--- config.mk ---
export PLATFORM = sky130hd
export DESIGN_NAME = psdc_top
export DESIGN_NICKNAME = d
export VERILOG_FILES = /design/src/core/psdc_section.v /design/src/core/psdc_top.v
export VERILOG_INCLUDE_DIRS = /design/src /design/src/core
export SDC_FILE = /design/constraint.sdc
export NUM_CORES = 1
export LEC_CHECK = 0
export BUFFER_PORTS_ARGS = -buffer_cell sky130_fd_sc_hd__clkbuf_2
export CELL_PAD_IN_SITES_DETAIL_PLACEMENT = 0
export CELL_PAD_IN_SITES_GLOBAL_PLACEMENT = 1
export CORE_ASPECT_RATIO = 0.6
export CORE_UTILIZATION = 47
export DETAILED_ROUTE_END_ITERATION = 10
export GPL_TIMING_DRIVEN = 0
export PLACE_DENSITY_LB_ADDON = 0.1
export SETUP_SLACK_MARGIN = 0.02
export SLEW_MARGIN = 20
export SYNTH_ARGS = -nofsm -noshare
export SYNTH_HDL_FRONTEND = slang
export SYNTH_SLANG_ARGS = --single-unit
export TNS_END_PERCENT = 100
--- constraint.sdc ---
create_clock -name clk -period 4 [get_ports clk]
set_input_delay 0.8 -clock clk [delete_from_list [all_inputs] [get_ports clk]]
set_output_delay 0.8 -clock clk [all_outputs]
set_load 0.02 [all_outputs]
--- src/core/psdc_consts.vh ---
// constants for the synthesizer dividers and clock output block
`ifndef PSDC_CONSTS_VH
`define PSDC_CONSTS_VH
`define PSDC_MAIN_W 13
`define PSDC_SWAL_W 7
`define PSDC_LO2_W 14
`define PSDC_REF_W 12
`define PSDC_CAP_W 3
`define PSDC_CLKSEL_W 3
`define PSDC_RST_MAIN 13'h0001
`define PSDC_RST_SWAL 7'h00
`define PSDC_RST_LO2 14'h0001
`define PSDC_RST_REF 12'h0001
`define PSDC_RST_CLKSEL 3'h0
`define PSDC_HALF_W 9
`define PSDC_RST_CAP 8'h01
`define PSDC_RST_HALF 9'h001
`define PSDC_HALVES_DIV2 {9'h001, 9'h001}
`define PSDC_HALVES_DIV3 {9'h002, 9'h001}
`define PSDC_HALVES_DIV4 {9'h002, 9'h002}
`define PSDC_HALVES_DIV5 {9'h003, 9'h002}
`define PSDC_HALVES_DIV2P5 {9'h001, 9'h001}
`define PSDC_HALVES_DIV20 {9'h00a, 9'h00a}
`define PSDC_HALVES_DIV80 {9'h028, 9'h028}
`define PSDC_HALVES_DIV312P5 {9'h09c, 9'h09c}
`endif

--- src/core/psdc_section.v ---
// one transmit or receive synthesizer section: dual-modulus divider and pfd
`timescale 1ns/1ps
`include "psdc_consts.vh"
module psdc_section (
  input wire clk, // system clock
  input wire rst_n, // async reset, active low
  input wire presc_pulse, // one-cycle pulse per prescaler output edge
  input wire ref_pulse, // one-cycle pulse per reference period
  input wire [12:0] main_div, // main divider value
  input wire [6:0] swallow, // swallow count
  input wire gain_hi, // charge pump high current
  input wire pol_inv, // phase detector inverted
  output reg mod_ctrl, // 1 requests larger modulus
  output reg fb_pulse, // divided feedback pulse
  output reg pump_up, // pump sources current
  output reg pump_dn, // pump sinks current
  output reg pump_hi // pump gain actually applied
);
  reg [12:0] main_cnt;
  reg [6:0] swal_cnt;
  reg up_raw;
  reg dn_raw;
  wire fb_end;
  assign fb_end = presc_pulse && (main_cnt <= 13'h0001);
  always @(posedge clk or negedge rst_n) begin
    if (!rst_n) begin
      main_cnt <= `PSDC_RST_MAIN;
      swal_cnt <= `PSDC_RST_SWAL;
      mod_ctrl <= 1'b0;
      fb_pulse <= 1'b0;
    end else begin
      fb_pulse <= fb_end;
      if (presc_pulse) begin
        if (fb_end) begin
          main_cnt <= main_div;
          swal_cnt <= swallow;
          mod_ctrl <= (swallow != 7'h00);
        end else begin
          main_cnt <= main_cnt - 13'h0001;
          if (swal_cnt > 7'h01) begin
            swal_cnt <= swal_cnt - 7'h01;
          end else begin
            swal_cnt <= 7'h00;
            mod_ctrl <= 1'b0;
          end
        end
      end
    end
  end
  always @(posedge clk or negedge rst_n) begin
    if (!rst_n) begin
      up_raw <= 1'b0;
      dn_raw <= 1'b0;
    end else begin
      if ((up_raw || ref_pulse) && (dn_raw || fb_pulse)) begin
        up_raw <= 1'b0;
        dn_raw <= 1'b0;
      end else begin
        up_raw <= up_raw || ref_pulse;
        dn_raw <= dn_raw || fb_pulse;
      end
    end
  end
  always @(posedge clk or negedge rst_n) begin
    if (!rst_n) begin
      pump_up <= 1'b0;
      pump_dn <= 1'b0;
      pump_hi <= 1'b0;
    end else begin
      pump_up <= pol_inv ? dn_raw : up_raw;
      pump_dn <= pol_inv ? up_raw : dn_raw;
      pump_hi <= gain_hi;
    end
  end
endmodule

--- src/core/psdc_top.v ---
// synthesizer reference, three loops, modulus drive and host clock divider
`timescale 1ns/1ps
`include "psdc_consts.vh"
module psdc_top (
  input wire clk, // reference oscillator clock
  input wire rst_n, // async reset, active low
  input wire [11:0] ref_div, // reference counter value
  input wire tx_presc, // tx prescaler edge pulse
  input wire [12:0] tx_main, // tx main divider
  input wire [6:0] tx_swal, // tx swallow count
  input wire tx_gain, // tx pump high gain
  input wire tx_pol, // tx inverted polarity
  input wire rx_presc, // rx prescaler edge pulse
  input wire [12:0] rx_main, // rx main divider
  input wire [6:0] rx_swal, // rx swallow count
  input wire rx_gain, // rx pump high gain
  input wire rx_pol, // rx inverted polarity
  input wire mod_volt, // 1 voltage, 0 current modulus drive
  input wire lo2_vco, // second oscillator vco edge pulse
  input wire [13:0] lo2_div, // second oscillator divider
  input wire lo2_gain, // second oscillator high gain
  input wire lo2_pol, // second oscillator inverted polarity
  input wire [2:0] cap_sel, // tuning capacitor select
  input wire [2:0] clk_sel, // host clock divide select
  output reg ref_tick, // synthesizer reference pulse
  output wire tx_mod, // tx modulus control
  output wire rx_mod, // rx modulus control
  output reg mod_volt_mode, // modulus drive is voltage
  output wire tx_up, // tx pump source
  output wire tx_dn, // tx pump sink
  output wire tx_hi, // tx pump gain
  output wire rx_up, // rx pump source
  output wire rx_dn, // rx pump sink
  output wire rx_hi, // rx pump gain
  output reg lo2_up, // lo2 pump source
  output reg lo2_dn, // lo2 pump sink
  output reg lo2_hi, // lo2 pump gain
  output reg [7:0] cap_en, // tuning capacitor switch, one-hot
  output reg [2:0] clk_sel_q, // held divide select
  output reg mcu_clk // host clock output
);
  // ==========================================================
  // reference counter
  reg [11:0] ref_cnt;
  always @(posedge clk or negedge rst_n) begin
    if (!rst_n) begin
      ref_cnt <= `PSDC_RST_REF;
      ref_tick <= 1'b0;
    end else if (ref_cnt <= 12'h001) begin
      ref_cnt <= ref_div;
      ref_tick <= 1'b1;
    end else begin
      ref_cnt <= ref_cnt - 12'h001;
      ref_tick <= 1'b0;
    end
  end
  // ==========================================================
  // transmit and receive sections
  wire [1:0] presc_v;
  wire [25:0] main_v;
  wire [13:0] swal_v;
  wire [1:0] gain_v;
  wire [1:0] pol_v;
  wire [1:0] mod_v;
  wire [1:0] up_v;
  wire [1:0] dn_v;
  wire [1:0] hi_v;
  assign presc_v = {rx_presc, tx_presc};
  assign main_v = {rx_main, tx_main};
  assign swal_v = {rx_swal, tx_swal};
  assign gain_v = {rx_gain, tx_gain};
  assign pol_v = {rx_pol, tx_pol};
  genvar i;
  generate
    for (i = 0; i < 2; i = i + 1) begin : g_sec
      psdc_section u_sec (
        .clk(clk),
        .rst_n(rst_n),
        .presc_pulse(presc_v[i]),
        .ref_pulse(ref_tick),
        .main_div(main_v[i*13 +: 13]),
        .swallow(swal_v[i*7 +: 7]),
        .gain_hi(gain_v[i]),
        .pol_inv(pol_v[i]),
        .mod_ctrl(mod_v[i]),
        .fb_pulse(),
        .pump_up(up_v[i]),
        .pump_dn(dn_v[i]),
        .pump_hi(hi_v[i])
      );
    end
  endgenerate
  assign tx_mod = mod_v[0];
  assign rx_mod = mod_v[1];
  assign tx_up = up_v[0];
  assign rx_up = up_v[1];
  assign tx_dn = dn_v[0];
  assign rx_dn = dn_v[1];
  assign tx_hi = hi_v[0];
  assign rx_hi = hi_v[1];
  always @(posedge clk or negedge rst_n) begin
    if (!rst_n) begin
      mod_volt_mode <= 1'b0;
    end else begin
      mod_volt_mode <= mod_volt;
    end
  end
  // ==========================================================
  // second oscillator loop
  reg [13:0] lo2_cnt;
  reg lo2_fb;
  reg l_up;
  reg l_dn;
  always @(posedge clk or negedge rst_n) begin
    if (!rst_n) begin
      lo2_cnt <= `PSDC_RST_LO2;
      lo2_fb <= 1'b0;
    end else begin
      lo2_fb <= lo2_vco && (lo2_cnt <= 14'h0001);
      if (lo2_vco) begin
        if (lo2_cnt <= 14'h0001) begin
          lo2_cnt <= lo2_div;
        end else begin
          lo2_cnt <= lo2_cnt - 14'h0001;
        end
      end
    end
  end
  always @(posedge clk or negedge rst_n) begin
    if (!rst_n) begin
      l_up <= 1'b0;
      l_dn <= 1'b0;
    end else if ((l_up || ref_tick) && (l_dn || lo2_fb)) begin
      l_up <= 1'b0;
      l_dn <= 1'b0;
    end else begin
      l_up <= l_up || ref_tick;
      l_dn <= l_dn || lo2_fb;
    end
  end
  always @(posedge clk or negedge rst_n) begin
    if (!rst_n) begin
      lo2_up <= 1'b0;
      lo2_dn <= 1'b0;
      lo2_hi <= 1'b0;
    end else begin
      lo2_up <= lo2_pol ? l_dn : l_up;
      lo2_dn <= lo2_pol ? l_up : l_dn;
      lo2_hi <= lo2_gain;
    end
  end
  always @(posedge clk or negedge rst_n) begin
    if (!rst_n) begin
      cap_en <= `PSDC_RST_CAP;
    end else begin
      cap_en <= 8'h01 << cap_sel;
    end
  end
  // ==========================================================
  // host clock output divider
  // half periods in reference cycles: low half, high half
  function [17:0] psdc_halves;
    input [2:0] sel;
    begin
      case (sel)
        3'h0: psdc_halves = `PSDC_HALVES_DIV2;
        3'h1: psdc_halves = `PSDC_HALVES_DIV3;
        3'h2: psdc_halves = `PSDC_HALVES_DIV4;
        3'h3: psdc_halves = `PSDC_HALVES_DIV5;
        3'h4: psdc_halves = `PSDC_HALVES_DIV2P5;
        3'h5: psdc_halves = `PSDC_HALVES_DIV20;
        3'h6: psdc_halves = `PSDC_HALVES_DIV80;
        3'h7: psdc_halves = `PSDC_HALVES_DIV312P5;
        default: psdc_halves = `PSDC_HALVES_DIV2;
      endcase
    end
  endfunction
  reg [8:0] half_cnt;
  reg frac_ph;
  wire [17:0] halves;
  wire is_frac;
  wire [8:0] next_half;
  assign halves = psdc_halves(clk_sel_q);
  assign is_frac = (clk_sel_q == 3'h4) || (clk_sel_q == 3'h7);
  // fractional ratio adds one cycle every other period
  assign next_half = (mcu_clk ? halves[17:9] : halves[8:0])
    + {8'h00, is_frac & frac_ph & mcu_clk};
  always @(posedge clk or negedge rst_n) begin
    if (!rst_n) begin
      clk_sel_q <= `PSDC_RST_CLKSEL;
      half_cnt <= `PSDC_RST_HALF;
      mcu_clk <= 1'b0;
      frac_ph <= 1'b0;
    end else if (half_cnt <= 9'h001) begin
      clk_sel_q <= clk_sel;
      mcu_clk <= ~mcu_clk;
      half_cnt <= next_half;
      if (mcu_clk) begin
        frac_ph <= ~frac_ph;
      end
    end else begin
      half_cnt <= half_cnt - 9'h001;
    end
  end
endmodule

* Word level (Yosys, flattened, before mapping)
Memory sizes are Yosys's and may differ from the RTL's.
Index checks and enable logic that the tools add are counted.
** Word-level totals
- Memory bits (read-only) :: 112
- Logic and storage cells :: 103
- Memories kept :: 1
- RAM bits :: 0
- Bits of input ports :: 84
- Register bits :: 110
- Latch bits :: 0
** Memories
- (name not given) :: words 8, bits a word 14, rd ports 1, clocked after Yosys merged registers in 0, wr ports 0, line psdc_top.v:165 : case (sel)
** Operators by class
- Equality and inequality tests :: 4
- Bitwise gates (word level) :: 4
- Muxes and demuxes :: 27
- Add/sub/neg operators :: 8
- Magnitude comparators :: 7
- Shifts and indexed selects :: 1
- Div/mod/pow operators :: 0
- Multipliers :: 0
- Reduce and logical (&&, ||, !) cells :: 18
** Operator list (number)
- $mux W7 :: 4
- $le A13 B1 Y1 const B :: 2
- $mux W13 :: 2
- $sub A13 B1 Y13 const B :: 2
- $mux W9 :: 2
- $mux W1 :: 17
- $gt A7 B1 Y1 const B :: 2
- $le A14 B1 Y1 const B :: 1
- $mux W14 :: 1
- $reduce_bool A7 Y1 :: 2
- $sub A14 B1 Y14 const B :: 1
- $sub A7 B1 Y7 const B :: 2
- $le A12 B1 Y1 const B :: 1
- $mux W12 :: 1
- $sub A12 B1 Y12 const B :: 1
- $add A9 B1 Y9 :: 1
- $le A9 B1 Y1 const B :: 1
- $sub A9 B1 Y9 const B :: 1
- $shl A1 B3 Y8 const A :: 1
- $logic_or A1 B1 Y1 :: 7
- $eq A3 B3 Y1 const B :: 2
- $logic_and A1 B1 Y1 :: 6
- $reduce_and A2 Y1 :: 3
- $ne A2 B1 Y1 const B :: 2
- 2 further kinds :: 4

* Depth between registers and ports, before layout
- Depth after elaboration :: 6
- Depth in mapped cells :: 11

* Cells and area by module
From an unflattened synthesis, not the netlist that was laid out.
** Second synthesis, totals
- Cell total of the unflattened synthesis :: 635
- Area total of the unflattened synthesis :: 5911.9 sq um
** Modules (own cells, without submodules)
- psdc_section :: cells each 172, instances 2, seq. area each 676.9 sq um, area each 1503.9 sq um
- psdc_top :: cells each 291, instances 1, seq. area each 1406.3 sq um, area each 2904.0 sq um

* Least setup slack after synthesis
No wires, ideal clock.
- Kind :: register to register
- From :: reg ref_cnt[5]
- To :: reg ref_cnt[2]
- Arrival :: 2080 ps
- Slack :: 1795 ps
- Data required time :: 3875 ps
- Setup time :: 125 ps
- Path buffers :: 2
- Stages on the path, launching flop included :: 7
- Clock period less this slack :: 2205 ps
- Cell sequence :: dfrtp_1 > or3_4 > or4_4 > buf_6 > or3_4 > buf_6 > mux2_4
** On the way
- Longest elaborated chain between the ends :: 2
** RTL lines
- start: declaration :: line psdc_top.v:44 : reg [11:0] ref_cnt;
- start signal: assignment :: line psdc_top.v:47 : ref_cnt <= `PSDC_RST_REF;
- start signal: assignment :: line psdc_top.v:50 : ref_cnt <= ref_div;
- start signal: assignment :: line psdc_top.v:53 : ref_cnt <= ref_cnt - 12'h001;
- $le A12 B1 Y1 :: line psdc_top.v:49 : end else if (ref_cnt <= 12'h001) begin
- $mux W12 :: line psdc_top.v:49
Every way passes these cells.
A chain may end at the register's enable or synchronous reset.

* Final worst setup path
- From :: reg g_sec[1].u_sec.main_cnt[4]
- To :: reg g_sec[1].u_sec.swal_cnt[1]
** On the way
- Longest elaborated chain between the ends :: 3
** RTL lines
- start: declaration :: line psdc_section.v:19 : reg [12:0] main_cnt;
- start signal: assignment :: line psdc_section.v:27 : main_cnt <= `PSDC_RST_MAIN;
- start signal: assignment :: line psdc_section.v:35 : main_cnt <= main_div;
- start signal: assignment :: line psdc_section.v:39 : main_cnt <= main_cnt - 13'h0001;
- $le A13 B1 Y1 :: line psdc_section.v:24 : assign fb_end = presc_pulse && (main_cnt <= 13'h0001);
- $logic_and A1 B1 Y1 :: line psdc_section.v:24
- $mux W7 :: line psdc_section.v:34 : if (fb_end) begin
- end signal: assignment :: line psdc_section.v:28 : swal_cnt <= `PSDC_RST_SWAL;
- end signal: assignment :: line psdc_section.v:36 : swal_cnt <= swallow;
- end signal: assignment :: line psdc_section.v:41 : swal_cnt <= swal_cnt - 7'h01;
- end: declaration :: line psdc_section.v:20 : reg [6:0] swal_cnt;
Every way passes these cells.

==> run_results.csv <==
group,metric,value,unit
floorplan,die_area,13700,sq um
routing,vias_per_cell,5.76,
layout,stdcell_count,925,
clocking,path_clk_slew,0.08,ns
sta,final.setup.tns,0,ns
synthesis,ys.flop_type,"dfrtp_1",
routing,drc_errors,0,
synthesis,synth_nets,736,
layout,final_common_cell,"clkbuf_2",
clocking,numCtsBuffers,9,
power,p_sw,0.00155,W
sta,fmax,400,MHz
layout,fin_nets,855,
power,sequentialPowerShare,0.447,
grt,grt_pass1_vias,5233,
floorplan,io_pins,109,
critical_path,start_kind,"flop",
synthesis,synthesis.area,6200,sq um
routing,wirelength,14800,um
synthesis,syn-instance-count,631,
sta,slew-limit-headroom,0.423,
sta,post-route-period-util,0.625,
power,p_comb_frac,0.333,
critical_path,crit_fanout,10,
layout,fillers,1153,
critical_path,crit_arrival,2.77,ns
sta,report.final.slew_viol_count,0,
sta,whs,0.339,ns
floorplan,placementRows,32,
critical_path,r2r_slack,1.50,ns
outcome,status,"completed",
grt,grt_max_degree,78,
layout,antenna_cells,0,
synthesis,synth.largest_area_cell,"dfrtp_1",
critical_path,slowest_stage,"nor4_1",
clocking,clockRootBuffer,"clkbuf_16",
grt,grt_pass1_wl,25500,um
layout,regArea,2760,sq um
floorplan,die_y,90.9,um
power,vdd_drop_max,230,uV
clocking,clock_tree.buffer_depth,2,
place,portBuffers,107,
power,intPower,0.00254,W
routing,drtIter0Drc,265,
synthesis,ys_ff_latch,110,
synthesis,yosysWarnings,0,
power,power.leakage,3.42,nW
routing,antenna_left,0,
synthesis,synthDistinctLibCells,68,
layout,drive_gt1_frac,0.232,
layout,area.growth.synth_to_final,17.4,%
power,p_sw_frac,0.379,
grt,track_usage,0.234,
power,power,0.00409,W
sta,skew,0.00950,ns
critical_path,slowest_delay,0.73,ns
critical_path,cp.required,4.27,ns
power,p_clk_frac,0.220,
synthesis,synth.top_cell.area_share,0.420,
floorplan,fp.dieW,150,um
routing,routedWlPerCell,16.0,um
clocking,post_cts_resized,0,
sta,post-route-min-period,2.50,ns
clocking,postCtsSetupRepairBufs,0,
clocking,cts_max_level,3,
layout,multi_input_area,3110,sq um
clocking,clock_sinks,110,
clocking,holdBufCountCts,0,
sta,grt_setup_unrepaired,"no",
place,dp_hpwl,10600,um
synthesis,synthArstFlopShare,1.00,
grt,grt_antenna_before_repair,0,
synthesis,ys_seq_area_frac,0.445,
floorplan,core_area,12900,sq um
synthesis,avgSynthCellArea,9.82,sq um
clocking,clkLatencyLatePin,0.35,ns
clocking,cts_tree,"done",
floorplan,start_util,0.482,
sta,worstMarginPinSlew,0.857,ns
place,gp_congestion,0.902,
layout,final_cell_mix,"clkbuf_2 (106), dfrtp_1 (104), inv_1 (51), nor2_1 (41), o21ai_0 (32)",
place,dp.cells,909,
min_path,hold_class,"in -> async",
sta,hold_violations,0,
flow_run,drv_cap,0,
routing,vias,5324,
critical_path,crit_chain,"or4_4 -> nor4_1 -> buf_2 -> a21oi_1 -> a22oi_1",
sta,setup_viol_count_final,0,
power,p_per_area,563,nW/um^2
critical_path,cp-end-kind,"flop",
synthesis,synth_edf_count,0,
grt,grt_overflow,0,
critical_path,crit_type,"reg -> reg",
routing,dr.pass1.iters,5,
synthesis,synth.area.top_cells,"dfrtp_1 (42%), ha_1 (4.2%), inv_1 (3.1%)",
[cell usage after synthesis (4+ instances only)]
| cell type | count |
|---|---|
| mux2i_1 | 13 |
| nand3_1 | 13 |
| dfrtp_1 | 104 |
| ha_1 | 21 |
| clkbuf_1 | 22 |
| or3_1 | 11 |
| nor3b_1 | 4 |
| buf_2 | 6 |
| nor4_1 | 23 |
| a22o_1 | 4 |
| o311a_1 | 6 |
| o22ai_1 | 5 |
| o21a_1 | 4 |
| xor2_1 | 8 |
| nor2_1 | 41 |
| nor3_1 | 23 |
| or4_1 | 12 |
| a21oi_1 | 23 |
| nand2_1 | 25 |
| o31ai_1 | 6 |
| o21ai_0 | 32 |
| mux2_4 | 7 |
| inv_1 | 51 |
| nand4_1 | 8 |
| dfstp_2 | 6 |
| o211ai_1 | 8 |
| nand2b_1 | 5 |
| xnor2_1 | 6 |
| o2bb2ai_1 | 16 |
| and3_1 | 5 |
| nand4b_1 | 7 |
| a31oi_1 | 8 |
| and2_1 | 7 |
| or3b_2 | 4 |
| a22oi_1 | 20 |
| mux2_2 | 12 |
[final timing paths]
check                                                 from                    endpoint  cells past startpoint
worst min register to register                        l_up                        l_dn                      1
worst max-delay path            g_sec[1].u_sec.main_cnt[4]  g_sec[1].u_sec.swal_cnt[1]                      5
worst max register to register  g_sec[1].u_sec.main_cnt[4]  g_sec[1].u_sec.swal_cnt[1]                      5
min in group clk                                      l_up                        l_dn                      1
max in group asynchronous                            rst_n                 half_cnt[0]                      2
worst min-delay path                                 rst_n               mod_volt_mode                      1
[through the flow]
step           instance area, sq um  setup slack, ns   util
2_1_floorplan                  6200             1.79      -
3_3_place_gp                   6940            0.468  0.540
3_5_place_dp                   6980             1.53  0.543
4_1_cts                        7270             1.50  0.566
5_1_grt                        7270             1.33  0.566
6_report                       7270             1.50  0.566
[metal layers]
| metal | global-route usage | share of wire |
|---|---|---|
| met1 | 0.345 | 0.49 |
| met2 | 0.355 | 0.45 |
| met3 | 0.0477 | 0.059 |
| met4 | 0.0497 | 0.0055 |
| met5 | 0 | 0 |
[cell families (layout without fill, tap and decap cells)]
| kind of cell | count (synthesis) | count (layout) | share of synthesized area |
|---|---|---|---|
| AND/OR/NAND/NOR | 211 | 211 | 0.196 |
| AO/OA/AOI/OAI | 161 | 161 | 0.183 |
| flip-flops | 110 | 110 | 0.445 |
| buffers and inverters | 82 | 206 | 0.0533 |
| multiplexers | 32 | 32 | 0.0598 |
| adder cells (fa/ha/maj) | 21 | 21 | 0.0424 |
| XOR/XNOR | 14 | 14 | 0.0198 |
[registers in the layout (all words and copies together), names as in the netlist, 2 cells and up]
| name | count |
|---|---|
| g_sec.u_sec.up_raw | 2 |
| g_sec.u_sec.main_cnt | 26 |
| half_cnt | 9 |
| cap_en | 8 |
| g_sec.u_sec.dn_raw | 2 |
| g_sec.u_sec.fb_pulse | 2 |
| g_sec.u_sec.pump_hi | 2 |
| g_sec.u_sec.pump_up | 2 |
| lo2_cnt | 14 |
| g_sec.u_sec.swal_cnt | 14 |
| g_sec.u_sec.pump_dn | 2 |
| ref_cnt | 12 |
| g_sec.u_sec.mod_ctrl | 2 |
| clk_sel_q | 3 |
[power by group through the flow]
stage | logic, W | clock network, W | registers [W]
after floorplan | 0.000994 | 0 | 0.00179
after global placement | 0.00130 | 0 | 0.00182
after detailed placement | 0.00137 | 0 | 0.00184
after CTS | 0.00137 | 0.000932 | 0.00182
after global routing | 0.00155 | 0.000984 | 0.00189
final | 0.00136 | 0.000899 | 0.00183
[cell type report]
class / instances / area share
flip-flops and latches: 110 / 0.379
inverters: 51 / 0.0263
well taps: 170 / 0.0292
clock inverters: 7 / 0.00946
plain buffers: 31 / 0.0191
clock buffers: 9 / 0.0310
repair buffers: 108 / 0.0786
multi-input cells: 439 / 0.427
[worst max-delay path: cells and delay by family, from the launching register on]
kind / cells / cell delay, ns
AND/OR/NAND/NOR: 2 / 1.30
AO/OA/AOI/OAI: 2 / 0.30
flip-flops: 1 / 0.44
buffers and inverters: 1 / 0.37
Note: power is estimated with default switching activity, not from simulation.
